[src/include/fau_pkg.sv]
// Constants, types and helpers for the device file access unit.
// Assumes one system clock; every file is addressed by a 4-bit chooser code.
package fau_pkg;

    // Transfer window buffer geometry
    localparam int          BUF_DEPTH  = 16;
    localparam int          BUF_AW     = 4;
    localparam logic [15:0] BUF_DEPTH16 = 16'h0010;

    // Number of addressable stored files
    localparam logic [3:0]  NUM_FILES  = 4'hE;

    // Values after reset
    localparam logic [15:0] SIZE_RST   = 16'h0040;
    localparam logic [15:0] COUNT_RST  = 16'h0000;
    localparam logic [7:0]  BYTE_RST   = 8'h00;

    // Stored file chooser codes
    typedef enum logic [3:0] {
        program_image_slot    = 4'h0,
        settings_slot_a       = 4'h1,
        settings_slot_b       = 4'h2,
        settings_slot_c       = 4'h3,
        settings_slot_d       = 4'h4,
        brightness_table_slot = 4'h5,
        factory_shading_slot  = 4'h6,
        shading_slot_a        = 4'h7,
        shading_slot_b        = 4'h8,
        shading_slot_c        = 4'h9,
        shading_slot_d        = 4'hA,
        hue_matrix_slot       = 4'hB,
        stored_picture_slot   = 4'hC,
        licence_text_slot     = 4'hD
    } file_id_t;

    // Operation chooser codes
    typedef enum logic [2:0] {
        OP_OPEN   = 3'h0,
        OP_CLOSE  = 3'h1,
        OP_READ   = 3'h2,
        OP_WRITE  = 3'h3,
        OP_DELETE = 3'h4
    } op_t;

    // Access direction mode
    typedef enum logic {
        MODE_READ  = 1'b0,
        MODE_WRITE = 1'b1
    } dir_t;

    // Last operation outcome codes
    typedef enum logic [1:0] {
        OUT_SUCCESS        = 2'h0,
        OUT_FAILURE        = 2'h1,
        target_busy_code   = 2'h2,
        target_absent_code = 2'h3
    } outcome_t;

    // Engine states
    typedef enum logic [1:0] {
        ST_IDLE  = 2'h0,
        ST_CHECK = 2'h1,
        ST_MOVE  = 2'h2,
        ST_DONE  = 2'h3
    } eng_state_t;

    // Smaller of two byte counts
    function automatic logic [15:0] min16(input logic [15:0] a, input logic [15:0] b);
        return (a < b) ? a : b;
    endfunction : min16

endpackage : fau_pkg

[src/include/xfer_buf_if.sv]
// Engine-side port of the transfer window buffer.
// Assumes the buffer answers reads combinationally from its flip-flops.
interface xfer_buf_if;
    logic                         we;     // Engine writes a byte
    logic [fau_pkg::BUF_AW-1:0]   addr;   // Byte index in window
    logic [7:0]                   wdata;  // Byte from storage
    logic [7:0]                   rdata;  // Byte toward storage

    modport engine (output we, output addr, output wdata, input rdata);
    modport store  (input we, input addr, input wdata, output rdata);
endinterface : xfer_buf_if

[src/device_file_access_unit.sv]
// File access engine: open, close, read, write and delete on stored files.
// Assumes a byte-wide storage port with a request/acknowledge handshake.
//
// Notes on behaviour
// - Operation runs only on the execute trigger.
// - Five operations; other codes fail.
// - Open fixes read-only or write-only mode.
// - All file data passes through buffer.
// - Offset positions window inside the file.
// - Length limits bytes mapped into window.
// - Success code after error-free operation.
// - Generic failure code for other errors.
// - Busy code when file is unavailable now.
// - Absent code when file not present.
// - Report bytes actually transferred.
// - Report size of currently chosen file.
// - Chooser covers fourteen named stored files.
// - Stored picture both readable and writable.
// - New program image runs after reboot only.
module device_file_access_unit (
    input  wire logic                       clk_sys_i,                // System clock
    input  wire logic                       sys_rst_i,                // Async reset, high
    input  wire logic [3:0]                 stored_file_chooser_i,    // File code
    input  wire logic [2:0]                 operation_chooser_i,      // Operation code
    input  wire logic                       operation_trigger_i,      // Execute pulse
    input  wire logic                       access_direction_mode_i,  // 0 read, 1 write
    input  wire logic [15:0]                window_byte_offset_i,     // Byte offset
    input  wire logic [15:0]                window_byte_length_i,     // Byte length
    input  wire logic                       reboot_command_i,         // Reboot pulse
    input  wire logic                       buf_host_we_i,            // Buffer write
    input  wire logic [fau_pkg::BUF_AW-1:0] buf_host_addr_i,          // Buffer index
    input  wire logic [7:0]                 buf_host_wdata_i,         // Buffer write byte
    output logic      [7:0]                 buf_host_rdata_o,         // Buffer read byte
    input  wire logic [13:0]                file_present_i,           // Files on this model
    input  wire logic                       stor_busy_i,              // Storage unavailable
    input  wire logic                       stor_ack_i,               // Byte done
    input  wire logic                       stor_err_i,               // Byte failed
    input  wire logic [7:0]                 stor_rdata_i,             // Byte from storage
    output logic                            stor_req_o,               // Byte request
    output logic                            stor_we_o,                // Request is a write
    output logic      [3:0]                 stor_file_o,              // Target file
    output logic      [15:0]                stor_addr_o,              // Byte address
    output logic      [7:0]                 stor_wdata_o,             // Byte to storage
    output logic                            busy_o,                   // Operation running
    output logic                            op_done_o,                // Completion pulse
    output fau_pkg::outcome_t               last_op_outcome_o,        // Outcome code
    output logic      [15:0]                transferred_byte_count_o, // Bytes moved
    output logic      [15:0]                stored_object_bytes_o,    // Chosen file size
    output logic                            image_staged_o,           // Image awaits reboot
    output logic                            image_start_o             // Start new image
);
    fau_pkg::eng_state_t state;
    fau_pkg::op_t        cmd_op;
    logic [3:0]          cmd_file;
    logic                cmd_mode;
    logic [15:0]         cmd_off;
    logic [15:0]         cmd_len;
    logic [15:0]         xfer_n;
    logic [15:0]         xfer_idx;
    fau_pkg::outcome_t   verdict;
    logic                open_valid;
    logic [3:0]          open_file;
    fau_pkg::dir_t       open_mode;
    logic [15:0]         size_tab [14];
    logic                present_sel;
    logic                open_match;
    logic [15:0]         avail;
    logic [15:0]         next_n;
    logic [15:0]         end_pos;
    logic                byte_ok;
    xfer_buf_if          bus ();

    // File state lookups
    assign present_sel = (cmd_file < fau_pkg::NUM_FILES) && file_present_i[cmd_file];
    assign open_match  = open_valid && (open_file == cmd_file);
    assign avail   = (cmd_off < size_tab[cmd_file]) ? (size_tab[cmd_file] - cmd_off) : 16'h0000;
    assign next_n  = (cmd_op == fau_pkg::OP_READ)
                   ? fau_pkg::min16(fau_pkg::min16(cmd_len, fau_pkg::BUF_DEPTH16), avail)
                   : fau_pkg::min16(cmd_len, fau_pkg::BUF_DEPTH16);
    assign end_pos = cmd_off + xfer_idx;
    assign byte_ok = (state == fau_pkg::ST_MOVE) && stor_ack_i && !stor_err_i;

    // Engine sequence
    always_ff @(posedge clk_sys_i or posedge sys_rst_i) begin
        if (sys_rst_i) begin
            state <= fau_pkg::ST_IDLE;
        end else begin
            case (state)
                fau_pkg::ST_IDLE: begin
                    if (operation_trigger_i) begin
                        state <= fau_pkg::ST_CHECK;
                    end
                end
                fau_pkg::ST_CHECK: begin
                    if (present_sel && verdict == fau_pkg::OUT_SUCCESS && next_n != 16'h0000
                        && (cmd_op == fau_pkg::OP_READ || cmd_op == fau_pkg::OP_WRITE)) begin
                        state <= fau_pkg::ST_MOVE;
                    end else begin
                        state <= fau_pkg::ST_DONE;
                    end
                end
                fau_pkg::ST_MOVE: begin
                    if (stor_ack_i && (stor_err_i || xfer_idx + 16'h0001 == xfer_n)) begin
                        state <= fau_pkg::ST_DONE;
                    end
                end
                fau_pkg::ST_DONE: state <= fau_pkg::ST_IDLE;
                default:          state <= fau_pkg::ST_IDLE;
            endcase
        end
    end

    // Command capture on execute; chooser writes alone change only the size output
    always_ff @(posedge clk_sys_i or posedge sys_rst_i) begin
        if (sys_rst_i) begin
            cmd_op   <= fau_pkg::OP_OPEN;
            cmd_file <= 4'h0;
            cmd_mode <= 1'b0;
            cmd_off  <= fau_pkg::COUNT_RST;
            cmd_len  <= fau_pkg::COUNT_RST;
        end else if (state == fau_pkg::ST_IDLE && operation_trigger_i) begin
            cmd_op   <= fau_pkg::op_t'(operation_chooser_i);
            cmd_file <= stored_file_chooser_i;
            cmd_mode <= access_direction_mode_i;
            cmd_off  <= window_byte_offset_i;
            cmd_len  <= window_byte_length_i;
        end
    end

    // Verdict for the captured command
    always_comb begin
        verdict = fau_pkg::OUT_SUCCESS;
        if (!present_sel) begin
            verdict = fau_pkg::target_absent_code;
        end else begin
            case (cmd_op)
                fau_pkg::OP_OPEN: begin
                    if (stor_busy_i) verdict = fau_pkg::target_busy_code;
                end
                fau_pkg::OP_CLOSE: begin
                    if (!open_match) verdict = fau_pkg::OUT_FAILURE;
                end
                fau_pkg::OP_READ, fau_pkg::OP_WRITE: begin
                    // Read needs read mode, write needs write mode
                    if (!open_match || (open_mode == fau_pkg::MODE_WRITE)
                                       != (cmd_op == fau_pkg::OP_WRITE)) begin
                        verdict = fau_pkg::OUT_FAILURE;
                    end else if (stor_busy_i) begin
                        verdict = fau_pkg::target_busy_code;
                    end
                end
                fau_pkg::OP_DELETE: begin
                    if (stor_busy_i || open_match) verdict = fau_pkg::target_busy_code;
                end
                default: verdict = fau_pkg::OUT_FAILURE;
            endcase
        end
    end

    // Transfer length and byte index
    always_ff @(posedge clk_sys_i or posedge sys_rst_i) begin
        if (sys_rst_i) begin
            xfer_n   <= fau_pkg::COUNT_RST;
            xfer_idx <= fau_pkg::COUNT_RST;
        end else if (state == fau_pkg::ST_CHECK) begin
            xfer_n   <= next_n;
            xfer_idx <= fau_pkg::COUNT_RST;
        end else if (byte_ok) begin
            xfer_idx <= xfer_idx + 16'h0001;
        end
    end

    // Outcome kept for the DONE cycle
    fau_pkg::outcome_t pend_outcome;
    always_ff @(posedge clk_sys_i or posedge sys_rst_i) begin
        if (sys_rst_i) begin
            pend_outcome <= fau_pkg::OUT_SUCCESS;
        end else if (state == fau_pkg::ST_CHECK) begin
            pend_outcome <= verdict;
        end else if (state == fau_pkg::ST_MOVE && stor_ack_i && stor_err_i) begin
            pend_outcome <= fau_pkg::OUT_FAILURE;
        end
    end

    // Visible outcome and count, written once per execute
    always_ff @(posedge clk_sys_i or posedge sys_rst_i) begin
        if (sys_rst_i) begin
            last_op_outcome_o        <= fau_pkg::OUT_SUCCESS;
            transferred_byte_count_o <= fau_pkg::COUNT_RST;
        end else if (state == fau_pkg::ST_DONE) begin
            last_op_outcome_o        <= pend_outcome;
            transferred_byte_count_o <= xfer_idx;
        end
    end

    // Open file and its access mode
    always_ff @(posedge clk_sys_i or posedge sys_rst_i) begin
        if (sys_rst_i) begin
            open_valid <= 1'b0;
            open_file  <= 4'h0;
            open_mode  <= fau_pkg::MODE_READ;
        end else if (state == fau_pkg::ST_CHECK && verdict == fau_pkg::OUT_SUCCESS) begin
            if (cmd_op == fau_pkg::OP_OPEN) begin
                open_valid <= 1'b1;
                open_file  <= cmd_file;
                open_mode  <= fau_pkg::dir_t'(cmd_mode);
            end else if (cmd_op == fau_pkg::OP_CLOSE) begin
                open_valid <= 1'b0;
            end
        end
    end

    // File size table: writes extend, delete empties
    always_ff @(posedge clk_sys_i or posedge sys_rst_i) begin
        if (sys_rst_i) begin
            for (int i = 0; i < 14; i++) begin
                size_tab[i] <= fau_pkg::SIZE_RST;
            end
        end else if (state == fau_pkg::ST_CHECK && cmd_op == fau_pkg::OP_DELETE
                     && verdict == fau_pkg::OUT_SUCCESS) begin
            size_tab[cmd_file] <= 16'h0000;
        end else if (state == fau_pkg::ST_DONE && cmd_op == fau_pkg::OP_WRITE
                     && end_pos > size_tab[cmd_file] && present_sel) begin
            size_tab[cmd_file] <= end_pos;
        end
    end

    // Size of the currently chosen file
    always_ff @(posedge clk_sys_i or posedge sys_rst_i) begin
        if (sys_rst_i) begin
            stored_object_bytes_o <= fau_pkg::COUNT_RST;
        end else if (stored_file_chooser_i < fau_pkg::NUM_FILES) begin
            stored_object_bytes_o <= size_tab[stored_file_chooser_i];
        end else begin
            stored_object_bytes_o <= 16'h0000;
        end
    end

    // Program image staging; reboot starts it, a same-cycle stage wins
    always_ff @(posedge clk_sys_i or posedge sys_rst_i) begin
        if (sys_rst_i) begin
            image_staged_o <= 1'b0;
            image_start_o  <= 1'b0;
        end else begin
            image_start_o <= reboot_command_i && image_staged_o;
            if (state == fau_pkg::ST_DONE && cmd_op == fau_pkg::OP_WRITE
                && cmd_file == 4'(fau_pkg::program_image_slot)
                && pend_outcome == fau_pkg::OUT_SUCCESS && xfer_idx != 16'h0000) begin
                image_staged_o <= 1'b1;
            end else if (reboot_command_i) begin
                image_staged_o <= 1'b0;
            end
        end
    end

    // Storage request and buffer port
    assign stor_req_o   = (state == fau_pkg::ST_MOVE);
    assign stor_we_o    = (cmd_op == fau_pkg::OP_WRITE);
    assign stor_file_o  = cmd_file;
    assign stor_addr_o  = end_pos;
    assign stor_wdata_o = bus.rdata;
    assign bus.we       = byte_ok && (cmd_op == fau_pkg::OP_READ);
    assign bus.addr     = xfer_idx[fau_pkg::BUF_AW-1:0];
    assign bus.wdata    = stor_rdata_i;
    assign busy_o       = (state != fau_pkg::ST_IDLE);
    assign op_done_o    = (state == fau_pkg::ST_DONE);

    transfer_window_buffer u_buf (
        .clk_sys_i    (clk_sys_i),
        .sys_rst_i    (sys_rst_i),
        .eng          (bus.store),
        .host_we_i    (buf_host_we_i),
        .host_addr_i  (buf_host_addr_i),
        .host_wdata_i (buf_host_wdata_i),
        .host_rdata_o (buf_host_rdata_o)
    );
endmodule : device_file_access_unit

[src/transfer_window_buffer.sv]
// Byte buffer between the host application and the file storage engine.
// Assumes the host leaves the buffer alone while the engine is busy.
module transfer_window_buffer (
    input  wire logic                       clk_sys_i,       // System clock
    input  wire logic                       sys_rst_i,       // Async reset, high
    xfer_buf_if.store                       eng,             // Engine port
    input  wire logic                       host_we_i,       // Host byte write
    input  wire logic [fau_pkg::BUF_AW-1:0] host_addr_i,     // Host byte index
    input  wire logic [7:0]                 host_wdata_i,    // Host write byte
    output logic      [7:0]                 host_rdata_o     // Host read byte
);
    logic [7:0] mem [fau_pkg::BUF_DEPTH];

    // Storage; engine wins a clash on the same cycle
    always_ff @(posedge clk_sys_i or posedge sys_rst_i) begin
        if (sys_rst_i) begin
            for (int i = 0; i < fau_pkg::BUF_DEPTH; i++) begin
                mem[i] <= fau_pkg::BYTE_RST;
            end
        end else if (eng.we) begin
            mem[eng.addr] <= eng.wdata;
        end else if (host_we_i) begin
            mem[host_addr_i] <= host_wdata_i;
        end
    end

    // Registered host read
    always_ff @(posedge clk_sys_i or posedge sys_rst_i) begin
        if (sys_rst_i) begin
            host_rdata_o <= fau_pkg::BYTE_RST;
        end else begin
            host_rdata_o <= mem[host_addr_i];
        end
    end

    // Engine read straight from the flops
    assign eng.rdata = mem[eng.addr];
endmodule : transfer_window_buffer

[config.mk]
export PLATFORM = sky130hd
export DESIGN_NAME = device_file_access_unit
export DESIGN_NICKNAME = d
export VERILOG_FILES = /design/src/include/fau_pkg.sv /design/src/include/xfer_buf_if.sv /design/src/device_file_access_unit.sv /design/src/transfer_window_buffer.sv
export SDC_FILE = /design/constraint.sdc
export NUM_CORES = 2
export LEC_CHECK = 0
export ABC_AREA = 1
export BUFFER_PORTS_ARGS = -buffer_cell sky130_fd_sc_hd__buf_2
export CORE_UTILIZATION = 45
export CTS_BUF_LIST = sky130_fd_sc_hd__clkbuf_4 sky130_fd_sc_hd__clkbuf_8 sky130_fd_sc_hd__clkbuf_16
export DETAILED_ROUTE_END_ITERATION = 10
export HOLD_SLACK_MARGIN = 0.1
export MAX_ROUTING_LAYER = met4
export PLACE_DENSITY_LB_ADDON = 0.25
export SYNTH_ARGS = -nofsm -noshare
export SYNTH_HDL_FRONTEND = slang
export SYNTH_SLANG_ARGS = --single-unit
[constraint.sdc]
create_clock -name clk_sys_i -period 22 [get_ports clk_sys_i]
set_input_delay 4.4 -clock clk_sys_i [delete_from_list [all_inputs] [get_ports clk_sys_i]]
set_output_delay 4.4 -clock clk_sys_i [all_outputs]
set_load 0.02 [all_outputs]
Word level (Yosys, flattened, before mapping):

Cells that the tools add are included.

* register bits: 478
* word-level logic and storage cells: 181
* bits of input ports: 82

* equality and inequality tests: 12
* add/sub/neg operators: 3
* muxes and demuxes: 50
* $lt $le $gt $ge: 14
* bitwise logic cells: 6
* reductions and logical operators: 48

Operators by type and width (number)
* $mux W224: 2
* $bwmux W128: 2
* $mux W128: 2
* $and A224 B224 Y224: 1
* $bwmux W224: 1
* $not A224 Y224: 1
* $mux W16: 12
* $bmux W16 S4: 2
* $bmux W8 S4: 2
* $demux W16 S4: 1
* $demux W8 S4: 2
* $mux W8: 6
* $lt A16 B16 Y1: 2
* $reduce_bool A16 Y1: 2
* $logic_and A1 B1 Y1: 24
* $ge A5 B5 Y1 const B: 4
* $not A4 Y5: 4
* $add A16 B1 Y16 const B: 1
* $add A16 B16 Y16: 1
* $eq A16 B16 Y1: 1
* $gt A16 B16 Y1: 1
* $lt A16 B5 Y1 const B: 1
* $mux W2: 8
* $pmux W2 S4: 2
* other kinds (23): 48

Longest topological paths before layout:

* word-level depth: 14
* mapped depth: 40

Hierarchy:

Synthesis repeated with hierarchy kept, for this count alone.

* cell total of the unflattened synthesis: 4115
* area, all modules: 29326.9 µm²

Modules (own cells, without submodules)
* device_file_access_unit: area each 19303.5 µm², times used 1, seq. area each 8575.7 µm², cells each 2439
* transfer_window_buffer: area each 10023.4 µm², times used 1, seq. area each 3403.3 µm², cells each 1676

Worst setup path before layout:

OpenSTA, ideal clock, no wires.

* kind: reg-to-output
* start point: register xfer_idx[4]
* end point: output stor_addr_o[13]
* arrival: 2.252 ns
* slack: 15.348 ns
* buffers on the path: 0
* stages on the path, launching flop included: 14
* data required time: 17.600 ns
* path through: dfrtp_1 > ha_1 > a21oi_1 > or2_2 > nand3_1 > a21oi_1 > o21ai_0 > nand2_1 > inv_1 > o21ai_0 > nand2_1 > nand2_1 > nand2_1 > xor2_1

* longest elaborated chain between the ends: 1

Ends and longest elaborated chain
* from (decl): RTL line device_file_access_unit.sv:59 `logic [15:0] xfer_idx;`
* from (signal assigned): RTL line device_file_access_unit.sv:164 `xfer_idx <= fau_pkg::COUNT_RST;`
* from (signal assigned): RTL line device_file_access_unit.sv:167 `xfer_idx <= fau_pkg::COUNT_RST;`
* from (signal assigned): RTL line device_file_access_unit.sv:169 `xfer_idx <= xfer_idx + 16'h0001;`
* $add A16 B16 Y16: RTL line device_file_access_unit.sv:80 `assign end_pos = cmd_off + xfer_idx;`
* to (decl): RTL line device_file_access_unit.sv:42 `output logic [15:0] stor_addr_o,`

Every way passes these cells.

Final worst setup path:

* start point: register xfer_idx[0]
* end point: output stor_addr_o[15]

The elaborated chain is that of the path after synthesis.

==> out/results.txt <==
placed cell count -> 4311
Die Height -> 249.0 um
Setup TNS -> 0 ps
final wirelength -> 96620 um
Port Buf Inserts -> 157
Place WS -> 14680 ps
VDD IR max -> 0.0001091 V
Core Area -> 0.06036 mm^2
first-pass GRT wire length -> 148100 um
Power Total -> 4.172 mW
top post-synthesis cells by area -> dfrtp_1, o21ai_0, o22ai_1
total grt overflow -> 0
Final Cell Area -> 0.03054 mm^2
slowest CP cell -> buf_4
GRT met1 Usage -> 42.29%
via count -> 26480
IO Count -> 158
Max Clock Freq -> 125.1 MHz
Hold Path Class -> reg -> reg
reported leakage power -> 14.39 nW
Clk Latency, worst-skew pair -> 660 ps
Worst path top cell family by delay -> buffers and inverters
Max Root-Sink Buffers -> 3
largest stage delay on the critical path -> 560 ps
Crit Path Category -> reg -> out
Slew HR -> 11.57%
Hold-fix buffers, CTS -> 0
FF-to-FF setup slack -> 15190 ps
crit path time final -> 7994 ps
CP Depth -> 19
grt peak-use layer -> met2
post-synth cell types -> 58
Buffers & Inverters on Critical Path -> 4
RSZ-0062 raised after global routing -> false
setup ws final -> 14010 ps
actual slew at the worst max-slew pin -> 1322 ps
commonest cells in the synthesized netlist -> inv_1, o21ai_0, nand2_1
MaxCap Viol Count -> 0
reg2reg start -> stor_file_o[0]
GRT Total Usage -> 31.73%
synthesized instance count -> 3525
DR pass1 iterations -> 6
post-CTS setup buffers -> 0
row cnt -> 90
crit-path cells -> buf_4, ha_1, nand3_1, nand2_1, nand2_1, nand3_1, a21oi_1, o21ai_0, nand2_1, inv_1, o21ai_0, nand2_1, nand2_1, nand2_1, nand2_1, nand2_1, xor2_1, inv_1, buf_2
number of setup violations in the final report -> 0
Initial Utilization -> 45.47%
Num CTS Buffers -> 54
top-count cell post-synth -> inv_1
Post-Syn Area per Cell -> 7.785 um^2
H-tree depth -> 2
GRT met3 Usage -> 6.092%
vias in the first global route -> 25120
initial antenna violation count -> 1
CP startpoint kind -> register
hold_ws -> 496.4 ps
pin count of the biggest net entering global routing -> 108
full die area -> 0.06198 mm^2
Syn-to-layout area delta -> 11.27%
CTS sink cnt -> 478
Yosys top cell area share -> 42.31%
post-synthesis register bit count -> 478
Routed Antenna Nets -> 0
Synth Warn # -> 0
vias per cell -> 6.001
fin cells -> 4413
CTS resizes -> 0
crit path DAT -> 3590 ps
crit path to -> stor_addr_o[15]
Top FF cell, synth -> dfrtp_1
Post-synth ARST share -> 100.0%
Mapped Area -> 0.02744 mm^2
status -> completed
Worst Setup SP -> xfer_idx[0]
Final Util -> 50.59%
post-DP HPWL -> 64380 um
share of layout cells above drive strength 1 -> 10.50%
nets -> 3741
CTS Root Cell -> clkbuf_16
Hold Crit Start -> open_file[3]
CTS tree -> yes
Synth area leader -> dfrtp_1
Power Density -> 136.6 mW/mm^2
Placed Area -> 0.02873 mm^2
Most common cell on crit path -> nand2_1
Slew Limit Fails -> 0
r2r worst-path depth -> 36
RD Place Congestion -> 1.022
DR WL/cell -> 21.90 um
Worst-path clk slew -> 60 ps
DRC violation count after routing -> 0
fin crit share -> 36.34%
Die X-Extent -> 249.0 um
Max Fanout on Critical Path -> 72
M2 GR Usage -> 47.36%
Clock Skews -> 31.71 ps
Critical R2R Capture -> state[0]
Post-synth EDFFs -> 0
endpoints failing hold -> 0
1st-iter DRT viols -> 3393
post-synthesis sequential area ratio -> 43.65%
CP Data Required Time -> 17600 ps
Setup crit end kind -> output port
worst min-delay path by stage:
stage / cells past startpoint / endpoint
CTS: 2 / open_file[3]
global route: 2 / size_tab[150]
finish: 2 / open_file[3]
global placement: 2 / open_file[3]
floorplan: 2 / open_file[3]
detailed placement: 2 / open_file[3]
per-layer routing:
| layer | share of wire, % | wire (um) |
|---|---|---|
| met1 | 41 | 39880 |
| met2 | 44 | 42860 |
| met3 | 10 | 9870 |
| met4 | 4.2 | 4014 |
| met5 | 0 | 0 |
cells in the final DEF, fill, tap and decap left out, types with 40 or more instances in the layout:
master	n
a21oi_1	261
clkbuf_16	54
o221ai_1	66
o21ai_0	507
nand3_1	147
buf_2	156
dfrtp_1	463
nor2_1	207
ha_1	72
buf_4	40
nand2_1	480
inv_1	516
o22ai_1	346
layout make-up:
class                   instances  area, um^2
clock inverters                19       171.4
diodes                          1       2.502
repair buffers                196        1081
flip-flops and latches        478       11980
clock buffers                  82        1637
fillers                      5981       29820
well taps                     782       978.4
multi-input cells            2321       12670
inverters                     534        2019
tightest hold or removal path: stages (launching register included):
cell and delay (ps):
dfrtp_1 340, nand2_1 50, o21ai_0 60
kinds of logic (layout without fill, tap and decap cells):
family | after synthesis | in the layout | synth area share [%]
buffers and inverters | 736 | 831 | 10.37
xor gates and xnor gates | 45 | 45 | 1.436
adders and majority gates | 74 | 74 | 3.429
other | 1 | 12 | 0.01366
AOI/OAI and AO/OA | 1254 | 1254 | 26.03
DFF | 478 | 478 | 43.65
muxes | 18 | 18 | 0.7386
and+or+nand+nor | 919 | 919 | 14.33
sequential cells by signal (all words and copies together), names as in the netlist:
register / cells
transferred_byte_count_o: 16
stored_object_bytes_o: 16
open_valid: 1
open_file: 4
cmd_op: 3
u_buf.host_rdata_o: 8
last_op_outcome_o: 2
xfer_n: 16
state: 2
cmd_off: 16
pend_outcome: 2
stor_file_o: 4
cmd_mode: 1
open_mode: 1
cmd_len: 16
image_start_o: 1
image_staged_o: 1
size_tab: 224
xfer_idx: 16
u_buf.mem: 128
power by group:
part,internal [mW],switching [mW]
clock network,0.529,0.399
registers,1.11,0.114
logic,0.624,1.40
total,2.26,1.91
Note: power is estimated with default switching activity, not from simulation.
